$ cat src/design/art_pkg.sv
// Constants for the 8-bit auto-reload PWM timer: register indices, field positions, reset values.
// Assumes a 32-bit AXI4-Lite bus where each register index takes one aligned word (byte address = 4 * index).
package art_pkg;

  // Bus geometry
  localparam int AXI_ADDR_W = 12;
  localparam int IDX_W = AXI_ADDR_W - 2;

  // Register indices as printed; byte address is the index times four
  localparam logic [IDX_W-1:0] IDX_DUTY_CH3 = 10'h073;
  localparam logic [IDX_W-1:0] IDX_DUTY_CH2 = 10'h074;
  localparam logic [IDX_W-1:0] IDX_DUTY_CH1 = 10'h075;
  localparam logic [IDX_W-1:0] IDX_DUTY_CH0 = 10'h076;
  localparam logic [IDX_W-1:0] IDX_PWM_CTRL = 10'h077;
  localparam logic [IDX_W-1:0] IDX_TIMER_CSR = 10'h078;
  localparam logic [IDX_W-1:0] IDX_COUNTER = 10'h079;
  localparam logic [IDX_W-1:0] IDX_RELOAD = 10'h07A;
  localparam logic [IDX_W-1:0] IDX_CAP_CSR = 10'h07B;
  localparam logic [IDX_W-1:0] IDX_CAP_CH1 = 10'h07C;
  localparam logic [IDX_W-1:0] IDX_CAP_CH2 = 10'h07D;

  // Timer control/status fields
  localparam int CSR_EXT_CLK_BIT = 7;
  localparam int CSR_DIV_LSB = 4;
  localparam int CSR_DIV_W = 3;
  localparam int CSR_RUN_BIT = 3;
  localparam int CSR_FRL_BIT = 2;
  localparam int CSR_OIE_BIT = 1;
  localparam int CSR_OVF_BIT = 0;

  // PWM control fields
  localparam int PWM_OE_LSB = 4;
  localparam int PWM_POL_LSB = 0;

  // Capture control/status fields
  localparam int CAP_EDGE_LSB = 4;
  localparam int CAP_IE_LSB = 2;
  localparam int CAP_FLAG_LSB = 0;

  // Reset values and counter limits
  localparam logic [7:0] REG_RESET = 8'h00;
  localparam logic [7:0] CNT_TOP = 8'hFF;
  localparam logic [6:0] PRESC_RESET = 7'h00;

  // AXI responses
  localparam logic [1:0] RESP_OKAY = 2'h0;
  localparam logic [1:0] RESP_SLVERR = 2'h2;

endpackage

$ cat src/design/art_pwm_timer.sv
// 8-bit auto-reload timer with 7-bit prescaler, four PWM outputs, overflow flag and two captures.
// Assumes a single 250 MHz clock, AXI4-Lite master on the register side, asynchronous pins.
//
// Function
// - ext_clock_select picks CPU or external clock
// - prescaler divides input by two to divider
// - run enable low freezes prescaler and counter
// - force reload bit always reads zero
// - force reload loads reload value, clears prescaler
// - overflow request only when enabled and flagged
// - overflow sets flag; status read clears it
// - counter readable and writable while running
// - overflow reloads counter from reload register
// - PWM levels track counter every cycle, not set at reload
// - each output enable gates its pin
// - output high at or below compare, polarity inverts
// - polarity change inverts output at once
// - duty register sets second edge per channel
// - capture status upper two bits read zero
// - edge select: zero falling, one rising
// - capture request only when channel enabled
// - capture sets flag; capture register read clears
// - capture latches counter; register is read-only
// - duty copied to compare shadow at overflow
// - further captures blocked until register read
// - counter increments on each prescaler output tick
//
// Register access over AXI4-Lite was chosen for this implementation.
`timescale 1ns/1ns

module art_pwm_timer
  import art_pkg::*;
#(
  parameter int PWM_CH = 4, // PWM channels
  parameter int CAP_CH = 2 // Capture channels
) (
  input wire logic core_clk_in, // 250 MHz clock
  input wire logic rst_b_in, // Synchronous reset, active low
  input wire logic [art_pkg::AXI_ADDR_W-1:0] s_axi_awaddr_in, // Write address
  input wire logic s_axi_awvalid_in, // Write address valid
  output logic s_axi_awready_out, // Write address ready
  input wire logic [31:0] s_axi_wdata_in, // Write data
  input wire logic [3:0] s_axi_wstrb_in, // Write strobes
  input wire logic s_axi_wvalid_in, // Write data valid
  output logic s_axi_wready_out, // Write data ready
  output logic [1:0] s_axi_bresp_out, // Write response
  output logic s_axi_bvalid_out, // Write response valid
  input wire logic s_axi_bready_in, // Write response ready
  input wire logic [art_pkg::AXI_ADDR_W-1:0] s_axi_araddr_in, // Read address
  input wire logic s_axi_arvalid_in, // Read address valid
  output logic s_axi_arready_out, // Read address ready
  output logic [31:0] s_axi_rdata_out, // Read data
  output logic [1:0] s_axi_rresp_out, // Read response
  output logic s_axi_rvalid_out, // Read data valid
  input wire logic s_axi_rready_in, // Read data ready
  input wire logic ext_clock_pin_in, // External prescaler clock pin
  input wire logic [CAP_CH-1:0] capture_in_pin_in, // Capture input pins
  output logic [PWM_CH-1:0] pwm_out_pin_out, // PWM levels
  output logic [PWM_CH-1:0] pwm_out_oe_out, // PWM pin drive enables
  output logic overflow_irq_out, // Overflow interrupt request
  output logic [CAP_CH-1:0] capture_irq_out // Capture interrupt requests
);

  // Bus state
  logic aw_full_reg;
  logic w_full_reg;
  logic [IDX_W-1:0] wr_idx_reg;
  logic [7:0] wr_data_reg;
  logic wr_lane_reg;
  logic awready_reg;
  logic wready_reg;
  logic bvalid_reg;
  logic [1:0] bresp_reg;
  logic arready_reg;
  logic rvalid_reg;
  logic [31:0] rdata_reg;
  logic [1:0] rresp_reg;

  // Timer state
  logic [7:0] tcsr_reg;
  logic overflow_flag_reg;
  logic [7:0] counter_reg;
  logic [7:0] reload_reg;
  logic [6:0] presc_reg;
  logic [7:0] pwm_ctrl_reg;
  logic [7:0] duty_reg [PWM_CH];
  logic [7:0] shadow_reg [PWM_CH];
  logic [PWM_CH-1:0] pwm_level_reg;
  logic [PWM_CH-1:0] pwm_oe_reg;
  logic overflow_irq_reg;
  logic [3:0] cap_ctrl_reg;
  logic [CAP_CH-1:0] capture_flags_reg;
  logic [7:0] capval_reg [CAP_CH];
  logic [CAP_CH-1:0] capture_irq_reg;

  // Pin synchronisers
  logic ext_sync1_reg;
  logic ext_sync2_reg;
  logic ext_prev_reg;
  logic [CAP_CH-1:0] cap_sync1_reg;
  logic [CAP_CH-1:0] cap_sync2_reg;
  logic [CAP_CH-1:0] cap_prev_reg;

  // Combinational helpers
  logic aw_hs;
  logic w_hs;
  logic ar_hs;
  logic do_write;
  logic wr_en;
  logic [IDX_W-1:0] rd_idx;
  logic [7:0] rd_byte;
  logic rd_hit;
  logic in_tick;
  logic [6:0] div_mask;
  logic cnt_tick;
  logic ovf_tick;
  logic wr_tcsr;
  logic wr_counter;
  logic force_load;
  logic ctr_sw_load;
  logic [CAP_CH-1:0] cap_edge;
  logic [CAP_CH-1:0] cap_rd_clear;

  assign aw_hs = s_axi_awvalid_in & awready_reg;
  assign w_hs = s_axi_wvalid_in & wready_reg;
  assign ar_hs = s_axi_arvalid_in & arready_reg;
  assign do_write = aw_full_reg & w_full_reg & ~bvalid_reg;
  assign wr_en = do_write & wr_lane_reg;
  assign rd_idx = s_axi_araddr_in[AXI_ADDR_W-1:2];

  // Write channel: address and data taken in either order, one write in flight
  always_ff @(posedge core_clk_in) begin
    if (!rst_b_in) begin
      aw_full_reg <= 1'b0;
      w_full_reg <= 1'b0;
      awready_reg <= 1'b0;
      wready_reg <= 1'b0;
      wr_idx_reg <= '0;
      wr_data_reg <= REG_RESET;
      wr_lane_reg <= 1'b0;
    end else begin
      aw_full_reg <= (aw_full_reg | aw_hs) & ~do_write;
      w_full_reg <= (w_full_reg | w_hs) & ~do_write;
      awready_reg <= ~((aw_full_reg | aw_hs) & ~do_write);
      wready_reg <= ~((w_full_reg | w_hs) & ~do_write);
      if (aw_hs) begin
        wr_idx_reg <= s_axi_awaddr_in[AXI_ADDR_W-1:2];
      end
      if (w_hs) begin
        wr_data_reg <= s_axi_wdata_in[7:0];
        wr_lane_reg <= s_axi_wstrb_in[0]; // Only lane 0 carries register bits
      end
    end
  end

  // Write response; unmapped indices answer SLVERR
  always_ff @(posedge core_clk_in) begin
    if (!rst_b_in) begin
      bvalid_reg <= 1'b0;
      bresp_reg <= RESP_OKAY;
    end else if (do_write) begin
      bvalid_reg <= 1'b1;
      bresp_reg <= (wr_idx_reg >= IDX_DUTY_CH3 && wr_idx_reg <= IDX_CAP_CH2) ? RESP_OKAY : RESP_SLVERR;
    end else if (s_axi_bready_in) begin
      bvalid_reg <= 1'b0;
    end
  end

  // Read mux, looked up at the address handshake
  always_comb begin
    rd_byte = REG_RESET;
    rd_hit = 1'b1;
    case (rd_idx)
      IDX_DUTY_CH3: rd_byte = duty_reg[3];
      IDX_DUTY_CH2: rd_byte = duty_reg[2];
      IDX_DUTY_CH1: rd_byte = duty_reg[1];
      IDX_DUTY_CH0: rd_byte = duty_reg[0];
      IDX_PWM_CTRL: rd_byte = pwm_ctrl_reg;
      IDX_TIMER_CSR: rd_byte = {tcsr_reg[7:3], 1'b0, tcsr_reg[CSR_OIE_BIT], overflow_flag_reg};
      IDX_COUNTER: rd_byte = counter_reg;
      IDX_RELOAD: rd_byte = reload_reg;
      IDX_CAP_CSR: rd_byte = {2'b00, cap_ctrl_reg, capture_flags_reg};
      IDX_CAP_CH1: rd_byte = capval_reg[0];
      IDX_CAP_CH2: rd_byte = capval_reg[1];
      default: rd_hit = 1'b0;
    endcase
  end

  // Read channel: one read in flight, data one cycle after the handshake
  always_ff @(posedge core_clk_in) begin
    if (!rst_b_in) begin
      arready_reg <= 1'b0;
      rvalid_reg <= 1'b0;
      rdata_reg <= 32'h0000_0000;
      rresp_reg <= RESP_OKAY;
    end else begin
      arready_reg <= ~(ar_hs | (rvalid_reg & ~s_axi_rready_in));
      rvalid_reg <= ar_hs | (rvalid_reg & ~s_axi_rready_in);
      if (ar_hs) begin
        rdata_reg <= {24'h00_0000, rd_byte};
        rresp_reg <= rd_hit ? RESP_OKAY : RESP_SLVERR;
      end
    end
  end

  // Software writes to control registers; force reload bit is never stored
  assign wr_tcsr = wr_en && wr_idx_reg == IDX_TIMER_CSR;
  assign wr_counter = wr_en && wr_idx_reg == IDX_COUNTER;
  assign force_load = wr_tcsr & wr_data_reg[CSR_FRL_BIT];
  assign ctr_sw_load = force_load | wr_counter;

  always_ff @(posedge core_clk_in) begin
    if (!rst_b_in) begin
      tcsr_reg <= REG_RESET;
      reload_reg <= REG_RESET;
      pwm_ctrl_reg <= REG_RESET;
      cap_ctrl_reg <= 4'h0;
    end else if (wr_en) begin
      if (wr_idx_reg == IDX_TIMER_CSR) begin
        tcsr_reg <= {wr_data_reg[7:3], 1'b0, wr_data_reg[CSR_OIE_BIT], 1'b0};
      end
      if (wr_idx_reg == IDX_RELOAD) begin
        reload_reg <= wr_data_reg;
      end
      if (wr_idx_reg == IDX_PWM_CTRL) begin
        pwm_ctrl_reg <= wr_data_reg;
      end
      if (wr_idx_reg == IDX_CAP_CSR) begin
        cap_ctrl_reg <= wr_data_reg[5:2];
      end
    end
  end

  // External clock pin: two flops, then an edge detector on the second
  always_ff @(posedge core_clk_in) begin
    if (!rst_b_in) begin
      ext_sync1_reg <= 1'b0;
      ext_sync2_reg <= 1'b0;
      ext_prev_reg <= 1'b0;
    end else begin
      ext_sync1_reg <= ext_clock_pin_in;
      ext_sync2_reg <= ext_sync1_reg;
      ext_prev_reg <= ext_sync2_reg;
    end
  end

  // Prescaler input tick and tap select; the pin edge limits external rate to half the core clock
  assign in_tick = tcsr_reg[CSR_EXT_CLK_BIT] ? (ext_sync2_reg & ~ext_prev_reg) : 1'b1;
  assign div_mask = 7'((8'h01 << tcsr_reg[CSR_DIV_LSB +: CSR_DIV_W]) - 8'h01);
  assign cnt_tick = tcsr_reg[CSR_RUN_BIT] & in_tick & ((presc_reg & div_mask) == div_mask);
  assign ovf_tick = cnt_tick & ~ctr_sw_load & (counter_reg == CNT_TOP);

  // Prescaler and counter; software loads win over counting
  always_ff @(posedge core_clk_in) begin
    if (!rst_b_in) begin
      presc_reg <= PRESC_RESET;
      counter_reg <= REG_RESET;
    end else if (force_load) begin
      presc_reg <= PRESC_RESET;
      counter_reg <= reload_reg;
    end else if (wr_counter) begin
      presc_reg <= PRESC_RESET;
      counter_reg <= wr_data_reg;
    end else if (tcsr_reg[CSR_RUN_BIT] && in_tick) begin
      presc_reg <= presc_reg + 7'h01;
      if (cnt_tick) begin
        counter_reg <= (counter_reg == CNT_TOP) ? reload_reg : counter_reg + 8'h01;
      end
    end
  end

  // Overflow flag: a new overflow in the clearing read's cycle keeps the flag set
  always_ff @(posedge core_clk_in) begin
    if (!rst_b_in) begin
      overflow_flag_reg <= 1'b0;
      overflow_irq_reg <= 1'b0;
    end else begin
      if (ovf_tick) begin
        overflow_flag_reg <= 1'b1;
      end else if (ar_hs && rd_idx == IDX_TIMER_CSR) begin
        overflow_flag_reg <= 1'b0;
      end
      overflow_irq_reg <= overflow_flag_reg & tcsr_reg[CSR_OIE_BIT];
    end
  end

  // PWM channels: duty register, compare shadow, output level
  for (genvar ch = 0; ch < PWM_CH; ch++) begin : g_pwm
    always_ff @(posedge core_clk_in) begin
      if (!rst_b_in) begin
        duty_reg[ch] <= REG_RESET;
        shadow_reg[ch] <= REG_RESET;
        pwm_level_reg[ch] <= 1'b0;
        pwm_oe_reg[ch] <= 1'b0;
      end else begin
        if (wr_en && wr_idx_reg == IDX_TIMER_CSR - IDX_W'(ch + 2)) begin
          duty_reg[ch] <= wr_data_reg;
        end
        if (ovf_tick) begin
          shadow_reg[ch] <= duty_reg[ch];
        end
        // Level follows counter against shadow, so polarity flips act at once
        pwm_level_reg[ch] <= (counter_reg <= shadow_reg[ch]) ^ pwm_ctrl_reg[PWM_POL_LSB + ch];
        pwm_oe_reg[ch] <= pwm_ctrl_reg[PWM_OE_LSB + ch];
      end
    end
  end

  // Capture channels: synchroniser, edge select, latch with lockout
  for (genvar ch = 0; ch < CAP_CH; ch++) begin : g_cap
    assign cap_edge[ch] = cap_ctrl_reg[CAP_EDGE_LSB - 2 + ch] ? (cap_sync2_reg[ch] & ~cap_prev_reg[ch])
                                                             : (~cap_sync2_reg[ch] & cap_prev_reg[ch]);
    assign cap_rd_clear[ch] = ar_hs && rd_idx == IDX_CAP_CH1 + IDX_W'(ch);

    always_ff @(posedge core_clk_in) begin
      if (!rst_b_in) begin
        cap_sync1_reg[ch] <= 1'b0;
        cap_sync2_reg[ch] <= 1'b0;
        cap_prev_reg[ch] <= 1'b0;
        capture_flags_reg[ch] <= 1'b0;
        capval_reg[ch] <= REG_RESET;
        capture_irq_reg[ch] <= 1'b0;
      end else begin
        cap_sync1_reg[ch] <= capture_in_pin_in[ch];
        cap_sync2_reg[ch] <= cap_sync1_reg[ch];
        cap_prev_reg[ch] <= cap_sync2_reg[ch];
        // A capture in the clearing read's cycle is taken and keeps the flag
        if (cap_edge[ch] && (!capture_flags_reg[ch] || cap_rd_clear[ch])) begin
          capval_reg[ch] <= counter_reg;
          capture_flags_reg[ch] <= 1'b1;
        end else if (cap_rd_clear[ch]) begin
          capture_flags_reg[ch] <= 1'b0;
        end
        capture_irq_reg[ch] <= capture_flags_reg[ch] & cap_ctrl_reg[CAP_IE_LSB - 2 + ch];
      end
    end
  end

  // Outputs straight from flops
  assign s_axi_awready_out = awready_reg;
  assign s_axi_wready_out = wready_reg;
  assign s_axi_bvalid_out = bvalid_reg;
  assign s_axi_bresp_out = bresp_reg;
  assign s_axi_arready_out = arready_reg;
  assign s_axi_rvalid_out = rvalid_reg;
  assign s_axi_rdata_out = rdata_reg;
  assign s_axi_rresp_out = rresp_reg;
  assign pwm_out_pin_out = pwm_level_reg;
  assign pwm_out_oe_out = pwm_oe_reg;
  assign overflow_irq_out = overflow_irq_reg;
  assign capture_irq_out = capture_irq_reg;
endmodule

$ cat config.mk
export PLATFORM = sky130hd
export DESIGN_NAME = art_pwm_timer
export DESIGN_NICKNAME = d
export VERILOG_FILES = /design/src/design/art_pkg.sv /design/src/design/art_pwm_timer.sv
export SDC_FILE = /design/constraint.sdc
export NUM_CORES = 1
export LEC_CHECK = 0
export BUFFER_PORTS_ARGS = -buffer_cell sky130_fd_sc_hd__buf_2
export CAP_MARGIN = 30
export CORE_MARGIN = 2
export CORE_UTILIZATION = 45
export CTS_CLUSTER_DIAMETER = 40
export DETAILED_ROUTE_END_ITERATION = 6
export PLACE_DENSITY = 0.67
export SLEW_MARGIN = 0
export SYNTH_ARGS = -nofsm -noshare
export SYNTH_HDL_FRONTEND = slang
export SYNTH_SLANG_ARGS = --single-unit
$ cat constraint.sdc
create_clock -name core_clk_in -period 4.8 [get_ports core_clk_in]
set_input_delay 0.96 -clock core_clk_in [delete_from_list [all_inputs] [get_ports core_clk_in]]
set_output_delay 0.96 -clock core_clk_in [all_outputs]
set_load 0.03 [all_outputs]
==> results.py <==
metrics = {
    "worst_hold_path": {
        "hold_class": "register to register",
    },
    "place": {
        "dp.cells": 1211,
        "place_hpwl_um": 16700,
        "place.gp.congestion": 0.966,
        "portBuffers": 64,
        "place_area_um2": 9480,
    },
    "cts": {
        "path_clk_slew_ns": 0.07,
        "cts.sinks": 180,
        "hold_buffers": 0,
        "cts_setup_buffers": 0,
        "cts_tree": "built",
        "cts_max_path_buffers": 2,
        "root_buffer": "clkbuf_16",
        "cts_made_buffers": 17,
        "cts_resized": 0,
        "htreeDepth": 4,
        "insertion_delay_ns": 0.44,
    },
    "logic_synthesis": {
        "synth-async-reset-ratio_pct": 0,
        "synthCells": 920,
        "ys_seq_area_share_pct": 48.8,
        "yosys-top-cells-count": "and2_1, dfxtp_1, nand2_1",
        "yosys_warnings": 0,
        "synth_area_leaders": "edfxtp_1, dfxtp_1, and2_1, ha_1, mux2i_1",
        "synthesis.area_um2": 9020,
        "yosysTopAreaCellShare_pct": 26.6,
        "syn_avg_cell_area_um2": 9.80,
        "ys_ff_latch": 180,
        "yosysUniqueCellTypes": 73,
        "synth_edf_count": 80,
        "synthFlopType": "dfxtp_1",
        "yosysTopAreaCell": "edfxtp_1",
    },
    "routing": {
        "wl_per_cell_um": 19.1,
        "drc": 0,
        "firstDrtPassIters": 5,
        "final_antenna_net_count": 0,
        "vias_per_cell": 5.58,
        "wl_um": 23700,
        "vias": 6930,
        "drtIter0Drc": 564,
    },
    "floorplan": {
        "die_area_um2": 21200,
        "die_y_um": 146,
        "die_x_um": 146,
        "ios": 122,
        "num_rows": 51,
        "start_util_pct": 46.0,
        "core_area_um2": 19600,
    },
    "power_and_ir_drop": {
        "power_frac_comb_pct": 5.7,
        "leakage_nw": 4.14,
        "powerDensity_nw_per_um2": 342,
        "p_total_w": 0.00348,
        "vdd_drop_max_mv": 0.260,
        "clkPwrFrac_pct": 46.0,
        "seq_power_share_pct": 48.4,
        "swShare_pct": 22.9,
        "internal-power_w": 0.00268,
        "power_switching_w": 0.000795,
    },
    "timing": {
        "slew_headroom_pct": 30.8,
        "finClkSkew_ns": 0.0111,
        "finalSetupTns_ns": 0,
        "min_period_ns": 3.06,
        "rsz0062_at_grt": "no",
        "worst_slew_pin_slew_ns": 1.03,
        "setup_violations": 0,
        "finalMaxSlewViolations": 0,
        "hold_violations": 0,
        "fmaxAchievable_mhz": 327,
        "fin_hold_ws_ns": 0.433,
        "finalCritPeriodShare_pct": 63.8,
    },
    "final_layout": {
        "syn_to_final_growth_pct": 12.7,
        "antenna_cells": 0,
        "stdcell_area_um2": 10200,
        "finalNetCount": 1070,
        "final_cells": 1243,
        "drive_above_1_share_pct": 13.7,
    },
    "global_routing": {
        "grt_antenna_before_repair": 0,
        "grt_max_degree": 43,
        "grt_busiest_layer": "met2",
        "grt_use_total_pct": 22.7,
        "grt_pass1_vias": 6401,
        "met2_usage_pct": 36.1,
        "grt_pass1_wl_um": 36700,
        "grtUsageMet1_pct": 29.3,
        "overflow": 0,
        "grt_use_met3_pct": 4.95,
    },
    "worst_setup_path": {
        "required_ns": 5.11,
        "reg2reg_slack_ns": 1.81,
        "path_max_fanout": 19,
        "crit_path_start_kind": "input port",
        "endpoint_kind": "register",
        "arrival_ns": 3.37,
        "crit_type": "input port to register",
    },
    "outcome": {
        "status": "completed",
    },
    "run": {
        "drv_cap": 0,
    },
}
==> metal layers <==
layer	wire length, µm	share of wire, %
met4	1050	4.4
met2	11000	46
met1	10300	43
met3	1400	5.9
met5	0	0
==> placed cells by master (no fill, tap or decap), types with 7 or more instances in the layout <==
master and count:
clkbuf_16 17, ha_1 35, buf_4 12, xor2_1 8, o21ai_0 32, and2_1 100, inv_1 39, dfxtp_1 100
buf_2 65, a22o_1 8, nor2_1 58, mux2i_1 36, edfxtp_1 80, nand3_1 21, nand4_1 11, and3_1 12
conb_1 26, nand2_1 83, a21o_1 9, a21oi_1 60, nor3_1 13, a211oi_1 7, a22oi_1 9, o22ai_1 8
a32oi_1 9
==> worst paths after layout <==
check	from	endpoint	cells past startpoint
min reg2reg	cap_sync1_reg[0]	cap_sync2_reg[0]	1
min	cap_sync1_reg[0]	cap_sync2_reg[0]	1
max	s_axi_araddr_in[4]	capval_reg[1][4]	6
max reg2reg	counter_reg[1]	shadow_reg[0][2]	5
==> critical path, cell delays in order <==
cell      delay, ns
buf_2          0.32
nor4bb_1       0.62
nand2_1        0.11
o21ai_0        0.31
nor3b_1        0.81
and2_1         0.23
==> cell families after synthesis <==
kind of cell               count (synthesis)  share of synthesized area, %
AOI/OAI and AO/OA                        177                          12.6
buffers and inverters                    116                          6.05
xor gates and xnor gates                  10                         0.971
adders and majority gates                 35                          4.86
muxes                                     41                          4.62
other                                      1                        0.0416
DFF                                      180                          48.8
and+or+nand+nor                          360                          22.0
==> power by group through the flow <==
stage | clock network [W] | registers (W) | logic [W]
6_report | 0.00160 | 0.00168 | 0.000197
5_1_grt | 0.00168 | 0.00169 | 0.000217
3_3_place_gp | 0 | 0.00171 | 0.000194
4_1_cts | 0.00161 | 0.00168 | 0.000197
2_1_floorplan | 0 | 0.00171 | 0.000149
3_5_place_dp | 0 | 0.00172 | 0.000196
==> stage by stage <==
stage	util, %	setup slack [ns]
CTS	51.9	1.83
floorplan	-	0.175
detailed placement	48.4	1.39
global placement	48.4	1.40
finish	51.9	1.74
global route	51.9	1.57
==> layout make-up <==
class | instances | area, µm²
Clock buffer | 17 | 425
Clock inverter | 15 | 250
Fill cell | 1811 | 9430
Inverter | 40 | 150
Multi-Input combinational cell | 649 | 4180
Sequential cell | 180 | 4400
Tap cell | 265 | 332
Timing Repair Buffer | 77 | 415
Power figures use the tool's default switching activity.
